$ cat config.mk
export PLATFORM = sky130hd
export DESIGN_NAME = report_cmds
export DESIGN_NICKNAME = d
export VERILOG_FILES = /design/src/core/report_cmds_pkg.sv /design/src/core/device_clock_if.sv /design/src/core/report_cmds.sv /design/src/core/device_clock.sv
export VERILOG_INCLUDE_DIRS = /design/src /design/src/core
export SDC_FILE = /design/constraint.sdc
export NUM_CORES = 1
export LEC_CHECK = 0
export BUFFER_PORTS_ARGS = -buffer_cell sky130_fd_sc_hd__buf_2
export CAP_MARGIN = 15
export CORE_ASPECT_RATIO = 1.1
export CORE_MARGIN = 2
export CORE_UTILIZATION = 52
export DETAILED_ROUTE_END_ITERATION = 16
export PLACE_DENSITY_LB_ADDON = 0.05
export SLEW_MARGIN = 30
export SYNTH_ARGS = -nofsm -noshare
export SYNTH_HDL_FRONTEND = slang
export SYNTH_SLANG_ARGS = --single-unit
export TNS_END_PERCENT = 5
$ cat constraint.sdc
create_clock -name clk_i -period 2.46 [get_ports clk_i]
set_clock_uncertainty 0.15 [all_clocks]
set_input_delay 0.123 -clock clk_i [delete_from_list [all_inputs] [get_ports clk_i]]
set_output_delay 0.123 -clock clk_i [all_outputs]
set_load 0.005 [all_outputs]
$ cat src/core/report_cmds_regs.svh
// Register offsets, field positions, reset values and timing counts.
// Assumes a 32-bit APB with byte addresses and a 250 MHz system clock.
`ifndef REPORT_CMDS_REGS_SVH
`define REPORT_CMDS_REGS_SVH

// Register byte offsets.
`define REG_CTRL 12'h000
`define REG_STATUS 12'h004
`define REG_SET_LO 12'h008
`define REG_SET_HI 12'h00c
`define REG_NOW_LO 12'h010
`define REG_NOW_HI 12'h014
`define REG_COUNT 12'h018

// Field positions.
`define CTRL_RUN_BIT 0
`define HI_ORIGIN_LSB 16
`define STAT_BUSY_BIT 0
`define STAT_CHECK_BIT 1
`define STAT_LAST_OP_LSB 8

// Reset values.
`define CTRL_RESET 32'h0000_0001

// Command decode values.
`define OP_MAINT_IN 8'ha3
`define SA_TIMESTAMP 5'h0f
`define OP_REPORT_UNITS 8'ha0
`define SEL_ADDRESSED 8'h00
`define SEL_WELL_KNOWN 8'h01
`define SEL_ALL 8'h02
`define SEL_ADMIN 8'h10

// Parameter data layout.
`define TS_DATA_LEN 8'h0a
`define TS_TOTAL_BYTES 5'd12
`define UNIT_ENTRY_BYTES 8'h08
`define UNIT_MIN_ALLOC 32'd16
`define UNIT_HDR_BYTES 5'd8

// Sense data for a refused request.
`define SENSE_ILLEGAL 4'h5
`define ASC_BAD_CDB 8'h24
`define ASCQ_BAD_CDB 8'h00

// Device clock counts milliseconds.
`define CLK_PERIOD_PS 4000
`define TS_TICK_NS 1000000
`define TS_TICK_CYCLES ((`TS_TICK_NS * 1000) / `CLK_PERIOD_PS)

`endif

$ cat src/core/report_cmds_pkg.sv
// Types shared by the command interpreter and its device clock.
// Assumes the constants of report_cmds_regs.svh are included where used.
package report_cmds_pkg;

    typedef logic [7:0] byte_t;
    typedef logic [47:0] stamp_t;
    typedef logic [2:0] origin_t;

    typedef enum logic [1:0] {
        ST_IDLE,
        ST_SEND,
        ST_FINISH
    } cmd_state_e;

    typedef enum logic {
        KIND_STAMP,
        KIND_UNITS
    } resp_kind_e;

endpackage

$ cat src/core/device_clock_if.sv
// Connection between the interpreter and its 48-bit device clock.
// Assumes both ends share clk_i; load is a one-cycle pulse.
`timescale 1ns/1ns
interface device_clock_if;
    import report_cmds_pkg::*;

    logic load;
    stamp_t load_value;
    origin_t load_origin;
    logic run;
    stamp_t now;
    origin_t origin;

    // The interpreter owns loading and running; the counter owns the time.
    modport owner (
        output load,
        output load_value,
        output load_origin,
        output run,
        input now,
        input origin
    );
    modport counter (
        input load,
        input load_value,
        input load_origin,
        input run,
        output now,
        output origin
    );
endinterface

$ cat src/core/report_cmds.sv
// Device-server interpreter for the timestamp and unit list reports.
// Assumes a whole CDB arrives in parallel, byte 0 in the top bits, and
// that the transport drains the byte stream with a valid/ready handshake.
`timescale 1ns/1ns
`include "report_cmds_regs.svh"

// What this block does
// RULE1: Timestamp report is A3h with action 0Fh.
// RULE2: Timestamp report returns current device clock.
// RULE3: Bytes 0-1 carry length 000Ah, big-endian.
// RULE4: Length field ignores allocation length.
// RULE5: Byte 2 holds origin code, rest zero.
// RULE6: Bytes 4-9 clock MSB first; 3,10,11 zero.
// RULE7: Unit list report is opcode A0h.
// RULE8: Unit list accepted despite other reservations.
// RULE9: Allocation below 16 gives illegal-field check.
// RULE10: Short allocation returns whole entries, no error.
// RULE11: Byte 2 selects which units are listed.
// RULE12: Selector 00h lists addressed units.
// RULE13: Selector 01h lists well-known units only.
// RULE14: Selector 02h lists every reachable unit.
// RULE15: Selector 10h lists administrative units only.
// RULE16: No matching units gives zero list length.
// RULE17: Unit zero only: length 8, entry zero.
// RULE18: Unknown selector gives illegal-field check.
module report_cmds #(
    parameter int TICK_CYCLES = `TS_TICK_CYCLES
) (
    input wire logic clk_i,
    input wire logic rst_b_i,
    input wire logic psel_i,
    input wire logic penable_i,
    input wire logic pwrite_i,
    input wire logic [11:0] paddr_i,
    input wire logic [31:0] pwdata_i,
    output logic [31:0] prdata_o,
    output logic pready_o,
    output logic pslverr_o,
    input wire logic cmd_valid_i,
    input wire logic [95:0] cdb_i,
    output logic cmd_ready_o,
    output report_cmds_pkg::byte_t data_o,
    output logic data_valid_o,
    output logic data_last_o,
    input wire logic data_ready_i,
    output logic done_o,
    output logic status_check_o,
    output logic not_mine_o,
    output logic [3:0] sense_key_o,
    output logic [7:0] asc_o,
    output logic [7:0] ascq_o
);
    import report_cmds_pkg::*;

    device_clock_if dc ();

    device_clock #(
        .TICK_CYCLES(TICK_CYCLES)
    ) u_clock (
        .clk_i(clk_i),
        .rst_b_i(rst_b_i),
        .dc(dc)
    );

    // Picks byte n of the CDB; byte 0 sits in the top bits.
    function automatic byte_t cdb_byte(input logic [95:0] cdb, input int n);
        cdb_byte = cdb[8*(11-n) +: 8];
    endfunction

    // Big-endian allocation length held in CDB bytes 6 to 9.
    function automatic logic [31:0] alloc_len(input logic [95:0] cdb);
        alloc_len = {cdb_byte(cdb, 6), cdb_byte(cdb, 7),
                     cdb_byte(cdb, 8), cdb_byte(cdb, 9)};
    endfunction

    // Bytes to send: the whole list, or what fits, in whole 8-byte units
    // for the unit list so that no entry is ever cut in half.
    function automatic logic [4:0] xfer_bytes(input logic [31:0] alloc,
                                              input logic [4:0] total,
                                              input resp_kind_e kind);
        if (alloc >= {27'h0, total}) begin
            xfer_bytes = total;
        end else if (kind == KIND_UNITS) begin
            xfer_bytes = alloc[4:0] & 5'h18; // see RULE10
        end else begin
            xfer_bytes = alloc[4:0];
        end
    endfunction

    // Parameter data byte at index idx for the latched response.
    function automatic byte_t resp_byte(input resp_kind_e kind,
                                        input logic [3:0] idx,
                                        input stamp_t ts,
                                        input origin_t org,
                                        input byte_t list_len);
        resp_byte = 8'h00;
        if (kind == KIND_STAMP) begin
            case (idx)
                4'd1: resp_byte = `TS_DATA_LEN; // see RULE3 see RULE4
                4'd2: resp_byte = {5'h00, org}; // see RULE5
                4'd4: resp_byte = ts[47:40]; // see RULE6
                4'd5: resp_byte = ts[39:32];
                4'd6: resp_byte = ts[31:24];
                4'd7: resp_byte = ts[23:16];
                4'd8: resp_byte = ts[15:8];
                4'd9: resp_byte = ts[7:0];
                default: resp_byte = 8'h00;
            endcase
        end else if (idx == 4'd3) begin
            // Entry bytes 8..15 stay zero: the only unit is unit zero.
            resp_byte = list_len; // see RULE17
        end
    endfunction

    cmd_state_e state;
    resp_kind_e kind;
    stamp_t snap_ts;
    origin_t snap_org;
    byte_t unit_list_byte_count;
    logic [4:0] xfer_len;
    logic [3:0] idx;
    logic run_en;
    logic [31:0] set_lo;
    logic [15:0] now_hi_shadow;
    logic [2:0] now_org_shadow;
    logic last_check;
    byte_t last_op;
    logic [31:0] handled_cnt;
    logic take_cmd;
    logic apb_setup;
    logic apb_write;
    logic addr_hit;
    logic byte_taken;

    // Decoded command fields.
    byte_t op;
    byte_t sel;
    logic [31:0] alloc;
    logic is_stamp;
    logic is_units;
    logic sel_ok;
    byte_t sel_count;

    assign op = cdb_byte(cdb_i, 0);
    assign sel = cdb_byte(cdb_i, 2); // see RULE11
    assign alloc = alloc_len(cdb_i);
    assign take_cmd = cmd_valid_i && cmd_ready_o;
    assign byte_taken = data_valid_o && data_ready_i;

    // Opcode plus the low five bits of byte 1 name the timestamp report.
    assign is_stamp = (op == `OP_MAINT_IN)
        && (cdb_byte(cdb_i, 1) & 8'h1f) == {3'h0, `SA_TIMESTAMP}; // see RULE1
    // No reservation input is consulted here, so the unit list is never
    // turned away by another initiator's reservation.
    assign is_units = (op == `OP_REPORT_UNITS); // see RULE7 see RULE8

    // Selector filter. Unit zero uses peripheral addressing, so it shows
    // under 00h and 02h; it is neither well known nor administrative.
    always_comb begin
        sel_ok = 1'b1;
        sel_count = 8'h00; // see RULE16
        case (sel)
            `SEL_ADDRESSED: sel_count = `UNIT_ENTRY_BYTES; // see RULE12
            `SEL_WELL_KNOWN: sel_count = 8'h00; // see RULE13
            `SEL_ALL: sel_count = `UNIT_ENTRY_BYTES; // see RULE14
            `SEL_ADMIN: sel_count = 8'h00; // see RULE15
            default: sel_ok = 1'b0; // see RULE18
        endcase
    end

    // Command sequencer: latch the answer at acceptance so that a clock
    // tick during the transfer cannot tear the six timestamp bytes.
    always_ff @(posedge clk_i or negedge rst_b_i) begin
        if (!rst_b_i) begin
            state <= ST_IDLE;
            kind <= KIND_STAMP;
            snap_ts <= 48'h0000_0000_0000;
            snap_org <= 3'h0;
            unit_list_byte_count <= 8'h00;
            xfer_len <= 5'h00;
            idx <= 4'h0;
        end else begin
            case (state)
                ST_IDLE: begin
                    if (take_cmd && is_stamp) begin
                        kind <= KIND_STAMP;
                        snap_ts <= dc.now; // see RULE2
                        snap_org <= dc.origin;
                        xfer_len <= xfer_bytes(alloc, `TS_TOTAL_BYTES, KIND_STAMP);
                        idx <= 4'h0;
                        state <= (alloc == 32'h0) ? ST_FINISH : ST_SEND;
                    end else if (take_cmd && is_units && sel_ok
                                 && alloc >= `UNIT_MIN_ALLOC) begin
                        kind <= KIND_UNITS;
                        unit_list_byte_count <= sel_count;
                        xfer_len <= xfer_bytes(alloc,
                            `UNIT_HDR_BYTES + sel_count[4:0], KIND_UNITS);
                        idx <= 4'h0;
                        state <= ST_SEND;
                    end
                end
                ST_SEND: begin
                    if (byte_taken) begin
                        idx <= idx + 4'h1;
                        if (data_last_o) begin
                            state <= ST_FINISH;
                        end
                    end
                end
                ST_FINISH: state <= ST_IDLE;
                default: state <= ST_IDLE;
            endcase
        end
    end

    // A new command is taken only while idle; ready drops the cycle after.
    always_ff @(posedge clk_i or negedge rst_b_i) begin
        if (!rst_b_i) begin
            cmd_ready_o <= 1'b0;
        end else begin
            cmd_ready_o <= (state == ST_IDLE) && !take_cmd;
        end
    end

    // Output byte register; loads the next byte whenever the slot is free.
    always_ff @(posedge clk_i or negedge rst_b_i) begin
        if (!rst_b_i) begin
            data_o <= 8'h00;
            data_valid_o <= 1'b0;
            data_last_o <= 1'b0;
        end else if (state == ST_SEND && (!data_valid_o || data_ready_i)) begin
            if (data_valid_o && data_last_o) begin
                data_valid_o <= 1'b0;
                data_last_o <= 1'b0;
            end else begin
                data_o <= resp_byte(kind, idx + {3'h0, data_valid_o},
                                    snap_ts, snap_org, unit_list_byte_count);
                data_valid_o <= 1'b1;
                data_last_o <= ({1'b0, idx} + {4'h0, data_valid_o} + 5'h01)
                               == xfer_len;
            end
        end else if (state != ST_SEND) begin
            data_valid_o <= 1'b0;
            data_last_o <= 1'b0;
        end
    end

    // Completion: good after the stream, check at once for a bad field,
    // and a pass-on marker for any opcode this block does not serve.
    always_ff @(posedge clk_i or negedge rst_b_i) begin
        if (!rst_b_i) begin
            done_o <= 1'b0;
            status_check_o <= 1'b0;
            not_mine_o <= 1'b0;
            sense_key_o <= 4'h0;
            asc_o <= 8'h00;
            ascq_o <= 8'h00;
        end else begin
            done_o <= 1'b0;
            not_mine_o <= 1'b0;
            if (take_cmd && is_units
                && (!sel_ok || alloc < `UNIT_MIN_ALLOC)) begin
                done_o <= 1'b1; // see RULE9 see RULE18
                status_check_o <= 1'b1;
                sense_key_o <= `SENSE_ILLEGAL;
                asc_o <= `ASC_BAD_CDB;
                ascq_o <= `ASCQ_BAD_CDB;
            end else if (take_cmd && !is_units && !is_stamp) begin
                not_mine_o <= 1'b1;
            end else if (state == ST_FINISH) begin
                done_o <= 1'b1;
                status_check_o <= 1'b0;
                sense_key_o <= 4'h0;
                asc_o <= 8'h00;
                ascq_o <= 8'h00;
            end
        end
    end

    // Observable history for software.
    always_ff @(posedge clk_i or negedge rst_b_i) begin
        if (!rst_b_i) begin
            last_check <= 1'b0;
            last_op <= 8'h00;
            handled_cnt <= 32'h0000_0000;
        end else if (take_cmd && (is_units || is_stamp)) begin
            last_op <= op;
            last_check <= is_units && (!sel_ok || alloc < `UNIT_MIN_ALLOC);
            handled_cnt <= handled_cnt + 32'h0000_0001;
        end
    end

    // APB slave: zero wait states, pready answers in the first access cycle.
    assign apb_setup = psel_i && !penable_i;
    assign apb_write = psel_i && penable_i && pready_o && pwrite_i;
    assign addr_hit = (paddr_i == `REG_CTRL) || (paddr_i == `REG_STATUS)
        || (paddr_i == `REG_SET_LO) || (paddr_i == `REG_SET_HI)
        || (paddr_i == `REG_NOW_LO) || (paddr_i == `REG_NOW_HI)
        || (paddr_i == `REG_COUNT);

    always_ff @(posedge clk_i or negedge rst_b_i) begin
        if (!rst_b_i) begin
            pready_o <= 1'b0;
            pslverr_o <= 1'b0;
        end else begin
            pready_o <= apb_setup;
            pslverr_o <= apb_setup && !addr_hit;
        end
    end

    // Read data is latched in the setup cycle. Reading the low time word
    // freezes the high word so a carry between the two reads cannot tear.
    always_ff @(posedge clk_i or negedge rst_b_i) begin
        if (!rst_b_i) begin
            prdata_o <= 32'h0000_0000;
            now_hi_shadow <= 16'h0000;
            now_org_shadow <= 3'h0;
        end else if (apb_setup && !pwrite_i) begin
            case (paddr_i)
                `REG_CTRL: prdata_o <= {31'h0, run_en};
                `REG_STATUS: prdata_o <= {16'h0, last_op, 6'h0, last_check,
                                          state != ST_IDLE};
                `REG_SET_LO: prdata_o <= set_lo;
                `REG_NOW_LO: begin
                    prdata_o <= dc.now[31:0];
                    now_hi_shadow <= dc.now[47:32];
                    now_org_shadow <= dc.origin;
                end
                `REG_NOW_HI: prdata_o <= {13'h0, now_org_shadow, now_hi_shadow};
                `REG_COUNT: prdata_o <= handled_cnt;
                default: prdata_o <= 32'h0000_0000;
            endcase
        end else if (apb_setup) begin
            prdata_o <= 32'h0000_0000;
        end
    end

    // Control writes; writing the high word loads the clock and its origin.
    always_ff @(posedge clk_i or negedge rst_b_i) begin
        if (!rst_b_i) begin
            run_en <= 1'(`CTRL_RESET >> `CTRL_RUN_BIT);
            set_lo <= 32'h0000_0000;
            dc.load <= 1'b0;
            dc.load_value <= 48'h0000_0000_0000;
            dc.load_origin <= 3'h0;
        end else begin
            dc.load <= 1'b0;
            if (apb_write && paddr_i == `REG_CTRL) begin
                run_en <= pwdata_i[`CTRL_RUN_BIT];
            end
            if (apb_write && paddr_i == `REG_SET_LO) begin
                set_lo <= pwdata_i;
            end
            if (apb_write && paddr_i == `REG_SET_HI) begin
                dc.load <= 1'b1;
                dc.load_value <= {pwdata_i[15:0], set_lo};
                dc.load_origin <= pwdata_i[`HI_ORIGIN_LSB +: 3];
            end
        end
    end

    assign dc.run = run_en;
endmodule

$ cat src/core/device_clock.sv
// Millisecond device clock with the origin of its last initialisation.
// Assumes a single clock domain and an owner that pulses load.
`timescale 1ns/1ns
`include "report_cmds_regs.svh"
module device_clock #(
    parameter int TICK_CYCLES = `TS_TICK_CYCLES
) (
    input wire logic clk_i,
    input wire logic rst_b_i,
    device_clock_if.counter dc
);
    import report_cmds_pkg::*;
    logic [31:0] tick_cnt;
    logic tick;

    // Divider gives a one-cycle enable once per millisecond.
    always_ff @(posedge clk_i or negedge rst_b_i) begin
        if (!rst_b_i) begin
            tick_cnt <= 32'h0000_0000;
            tick <= 1'b0;
        end else if (tick_cnt == 32'(TICK_CYCLES - 1)) begin
            tick_cnt <= 32'h0000_0000;
            tick <= 1'b1;
        end else begin
            tick_cnt <= tick_cnt + 32'h0000_0001;
            tick <= 1'b0;
        end
    end

    // A load wins over a tick so that software sees exactly what it wrote.
    always_ff @(posedge clk_i or negedge rst_b_i) begin
        if (!rst_b_i) begin
            dc.now <= 48'h0000_0000_0000;
            dc.origin <= 3'h0; // Zero marks a clock started from reset.
        end else if (dc.load) begin
            dc.now <= dc.load_value;
            dc.origin <= dc.load_origin;
        end else if (dc.run && tick) begin
            dc.now <= dc.now + 48'h0000_0000_0001;
        end
    end
endmodule

==> flow_metrics.tcl <==
set metrics [dict create \
    fin_crit_sh_pct 94.2 \
    ir_drop_uv 588 \
    synth_area_leaders "dfrtp_1, mux2_2, nand2_1" \
    finalSetupTns_ps 0 \
    reg2reg_slack_ps 140 \
    synth-seq-cells 341 \
    regToRegEndpoint "xfer_len[0]" \
    crit_required_ps 2700 \
    final_max_slew_viol_count 0 \
    vias 12278 \
    synth_cell_type_count 71 \
    place_congestion 0.895 \
    wl_um 42700 \
    synthArstFlopShare_pct 100 \
    nets 1931 \
    p_leak_nw 9.60 \
    rows 67 \
    min_from "cdb_i[20]" \
    cts_tree "yes" \
    cts_root_buffer "clkbuf_16" \
    path_clk_slew_ps 60 \
    powerDensity_nw_per_um2 646 \
    cts_buffers 38 \
    io_buffers 155 \
    drive_gt1_share_pct 26.2 \
    ys_warn_count 0 \
    syn2layout_area_growth_pct 23.1 \
    core_um2 30400 \
    insertion_delay_ps 520 \
    drc 0 \
    grt_overflow 0 \
    crit_type "register to register" \
    reg2regPathDepth 7 \
    whs_ps 25.6 \
    worstHoldPathCells 6 \
    die_y_um 188 \
    netlist_instances 1502 \
    cts_buffer_depth 3 \
    grt_pass1_wl_um 67000 \
    vias_per_cell 5.54 \
    r2r-start "cmd_ready_o" \
    hp-class "primary input to register" \
    dr.pass1.iters 6 \
    synth_area_um2 16000 \
    grt_max_degree 65 \
    period_minus_slack_ps 2320 \
    status "completed" \
    htree_levels 2 \
    timing.fmax_mhz 431 \
    grt_pass1_vias 12451 \
    antenna_found_initial 0 \
    pin_count 215 \
    maxCapViolations 0 \
    wl_per_cell_um 19.3 \
    max_slew_margin_pct 34.9 \
    start_kind "register" \
    initial_core_util_pct 52.7 \
    synthDominantCellAreaShare_pct 53.1 \
    hpwl_um 30100 \
    end_kind "register" \
    hold_viol_final 0 \
    dieArea_um2 32300 \
    drtAntennaViolNets 0 \
    syn_avg_cell_area_um2 10.7 \
    yosysTopAreaCell "dfrtp_1" \
    cp.arrival_ps 2560 \
    clkSinkCount 341 \
    synth_edf_count 0 \
    fp.dieW_um 171 \
    grtUsageTotal_pct 26.7 \
    worst-path-max-fanout 6 \
    drtIter0Drc 741 \
    worst_pin_slew_ps 974 \
    grt_setup_unrepaired "no" \
    synthFlopType "dfrtp_1" \
    n_antenna_cell 0 \
    whs_endpoint "state[1]" \
    ys_seq_area_share_pct 53.2 \
    finalSetupViolations 0 \
]
-- layout make-up --
type	instances	area, um^2
inverter	17	63.8
clock inverter	8	119
fill	2475	10700
multi-input combinational	1070	7090
sequential	341	8540
tap	414	518
clock buffer	59	1190
timing repair buffer	307	2220
-- how the worst max path moves through the flow --
| stage | to | from | cells after the start |
|---|---|---|---|
| finish | xfer_len[0] | cmd_ready_o | 7 |
| global route | data_o[2] | data_valid_o | 9 |
| CTS | xfer_len[0] | cmd_ready_o | 7 |
| detailed placement | xfer_len[3] | cdb_i[74] | 8 |
| global placement | xfer_len[3] | cdb_i[74] | 9 |
| floorplan | data_o[1] | data_valid_o | 9 |
-- kinds of logic (layout without fill, tap and decap cells) --
family          after synthesis  after routing  share of synthesized area, %
simple gates                584            584                          18.1
flops                       341            341                          53.2
compound gates              202            202                          8.11
mux                         139            139                          10.0
xor+xnor                    119            119                          6.50
buf+inv                     106            391                          3.28
fa+ha+maj                    10             10                         0.765
other cells                   1             16                        0.0234
-- state kept, by name, summed over array words and instances (netlist names), 3 cells and up --
name and flops:
dc.load_value 48, snap_ts 48, u_clock.dc.now 48, handled_cnt 32, prdata_o 32, set_lo 32, u_clock.tick_cnt 32, now_hi_shadow 16
data_o 8, last_op 8, xfer_len 5, idx 4, dc.load_origin 3, now_org_shadow 3, snap_org 3, u_clock.dc.origin 3
-- cells in the mapped netlist, types with 23 or more instances --
cell,number
nand3_1,39
clkbuf_1,45
nor3_1,23
buf_4,30
a22oi_1,51
dfrtp_1,340
mux2_2,109
xnor2_1,74
nand4_1,31
xor2_1,45
and3_1,23
o21ai_0,86
nor2_1,66
mux2i_1,23
nand2_1,300
-- placed cells by master (no fill, tap or decap), types with 13 or more instances in the layout --
master	Yosys	layout
a22oi_1	51	51
and3_1	23	23
buf_12	0	13
buf_2	13	154
buf_4	30	85
clkbuf_16	0	39
clkbuf_8	0	14
conb_1	1	16
dfrtp_1	340	339
dlygate4sd3_1	0	54
inv_1	17	17
mux2_2	109	109
mux2i_1	23	23
nand2_1	300	299
nand2b_1	17	17
nand3_1	39	38
nand4_1	31	31
nor2_1	66	65
nor3_1	23	23
o21ai_0	86	86
xnor2_1	74	74
xor2_1	45	45
-- stage by stage --
stage	worst slack [ps]	cells	utilization (%)	total power [mW]	instance area, um^2
after floorplan	3.70	1517	-	6.37	16100
after global placement	92.4	2092	58.6	6.86	17800
after detailed placement	22.8	2092	58.6	6.88	17800
after global routing	12.3	2216	64.9	13.2	19700
after CTS	36.3	2214	64.8	12.8	19700
final	142	2216	64.9	12.7	19700
-- critical path: stages (launching register included) --
cell,delay [ps]
dfrtp_1,390
nand2_2,140
nor4b_4,380
o211ai_4,140
nor2_4,170
nor2_4,70
a32o_1,210
dlygate4sd3_1,550
-- layer usage --
layer | track usage [%] | vias to the layer above | wire length (um)
li1 | - | 5748 | -
met1 | 36.3 | 6127 | 18500
met2 | 44.7 | 328 | 20800
met3 | 3.13 | 75 | 1960
met4 | 9.00 | 0 | 1380
met5 | 0 | - | 0
-- report_power, final --
group          internal [mW]  total, mW  leakage (nW)  switching [mW]
registers               5.67       5.73          4.73          0.0606
logic                  0.499       1.13          4.22           0.628
clock network           3.63       5.89         0.651            2.26
-- timing repair --
item | CTS | global route
setup endpoints to repair | 0 | 6
hold endpoints to repair | 350 | 0
gates resized for setup | 0 | 5
hold buffers | 55 | 0
buffers inserted | 0 | 2
Power figures use the tool's default switching activity.
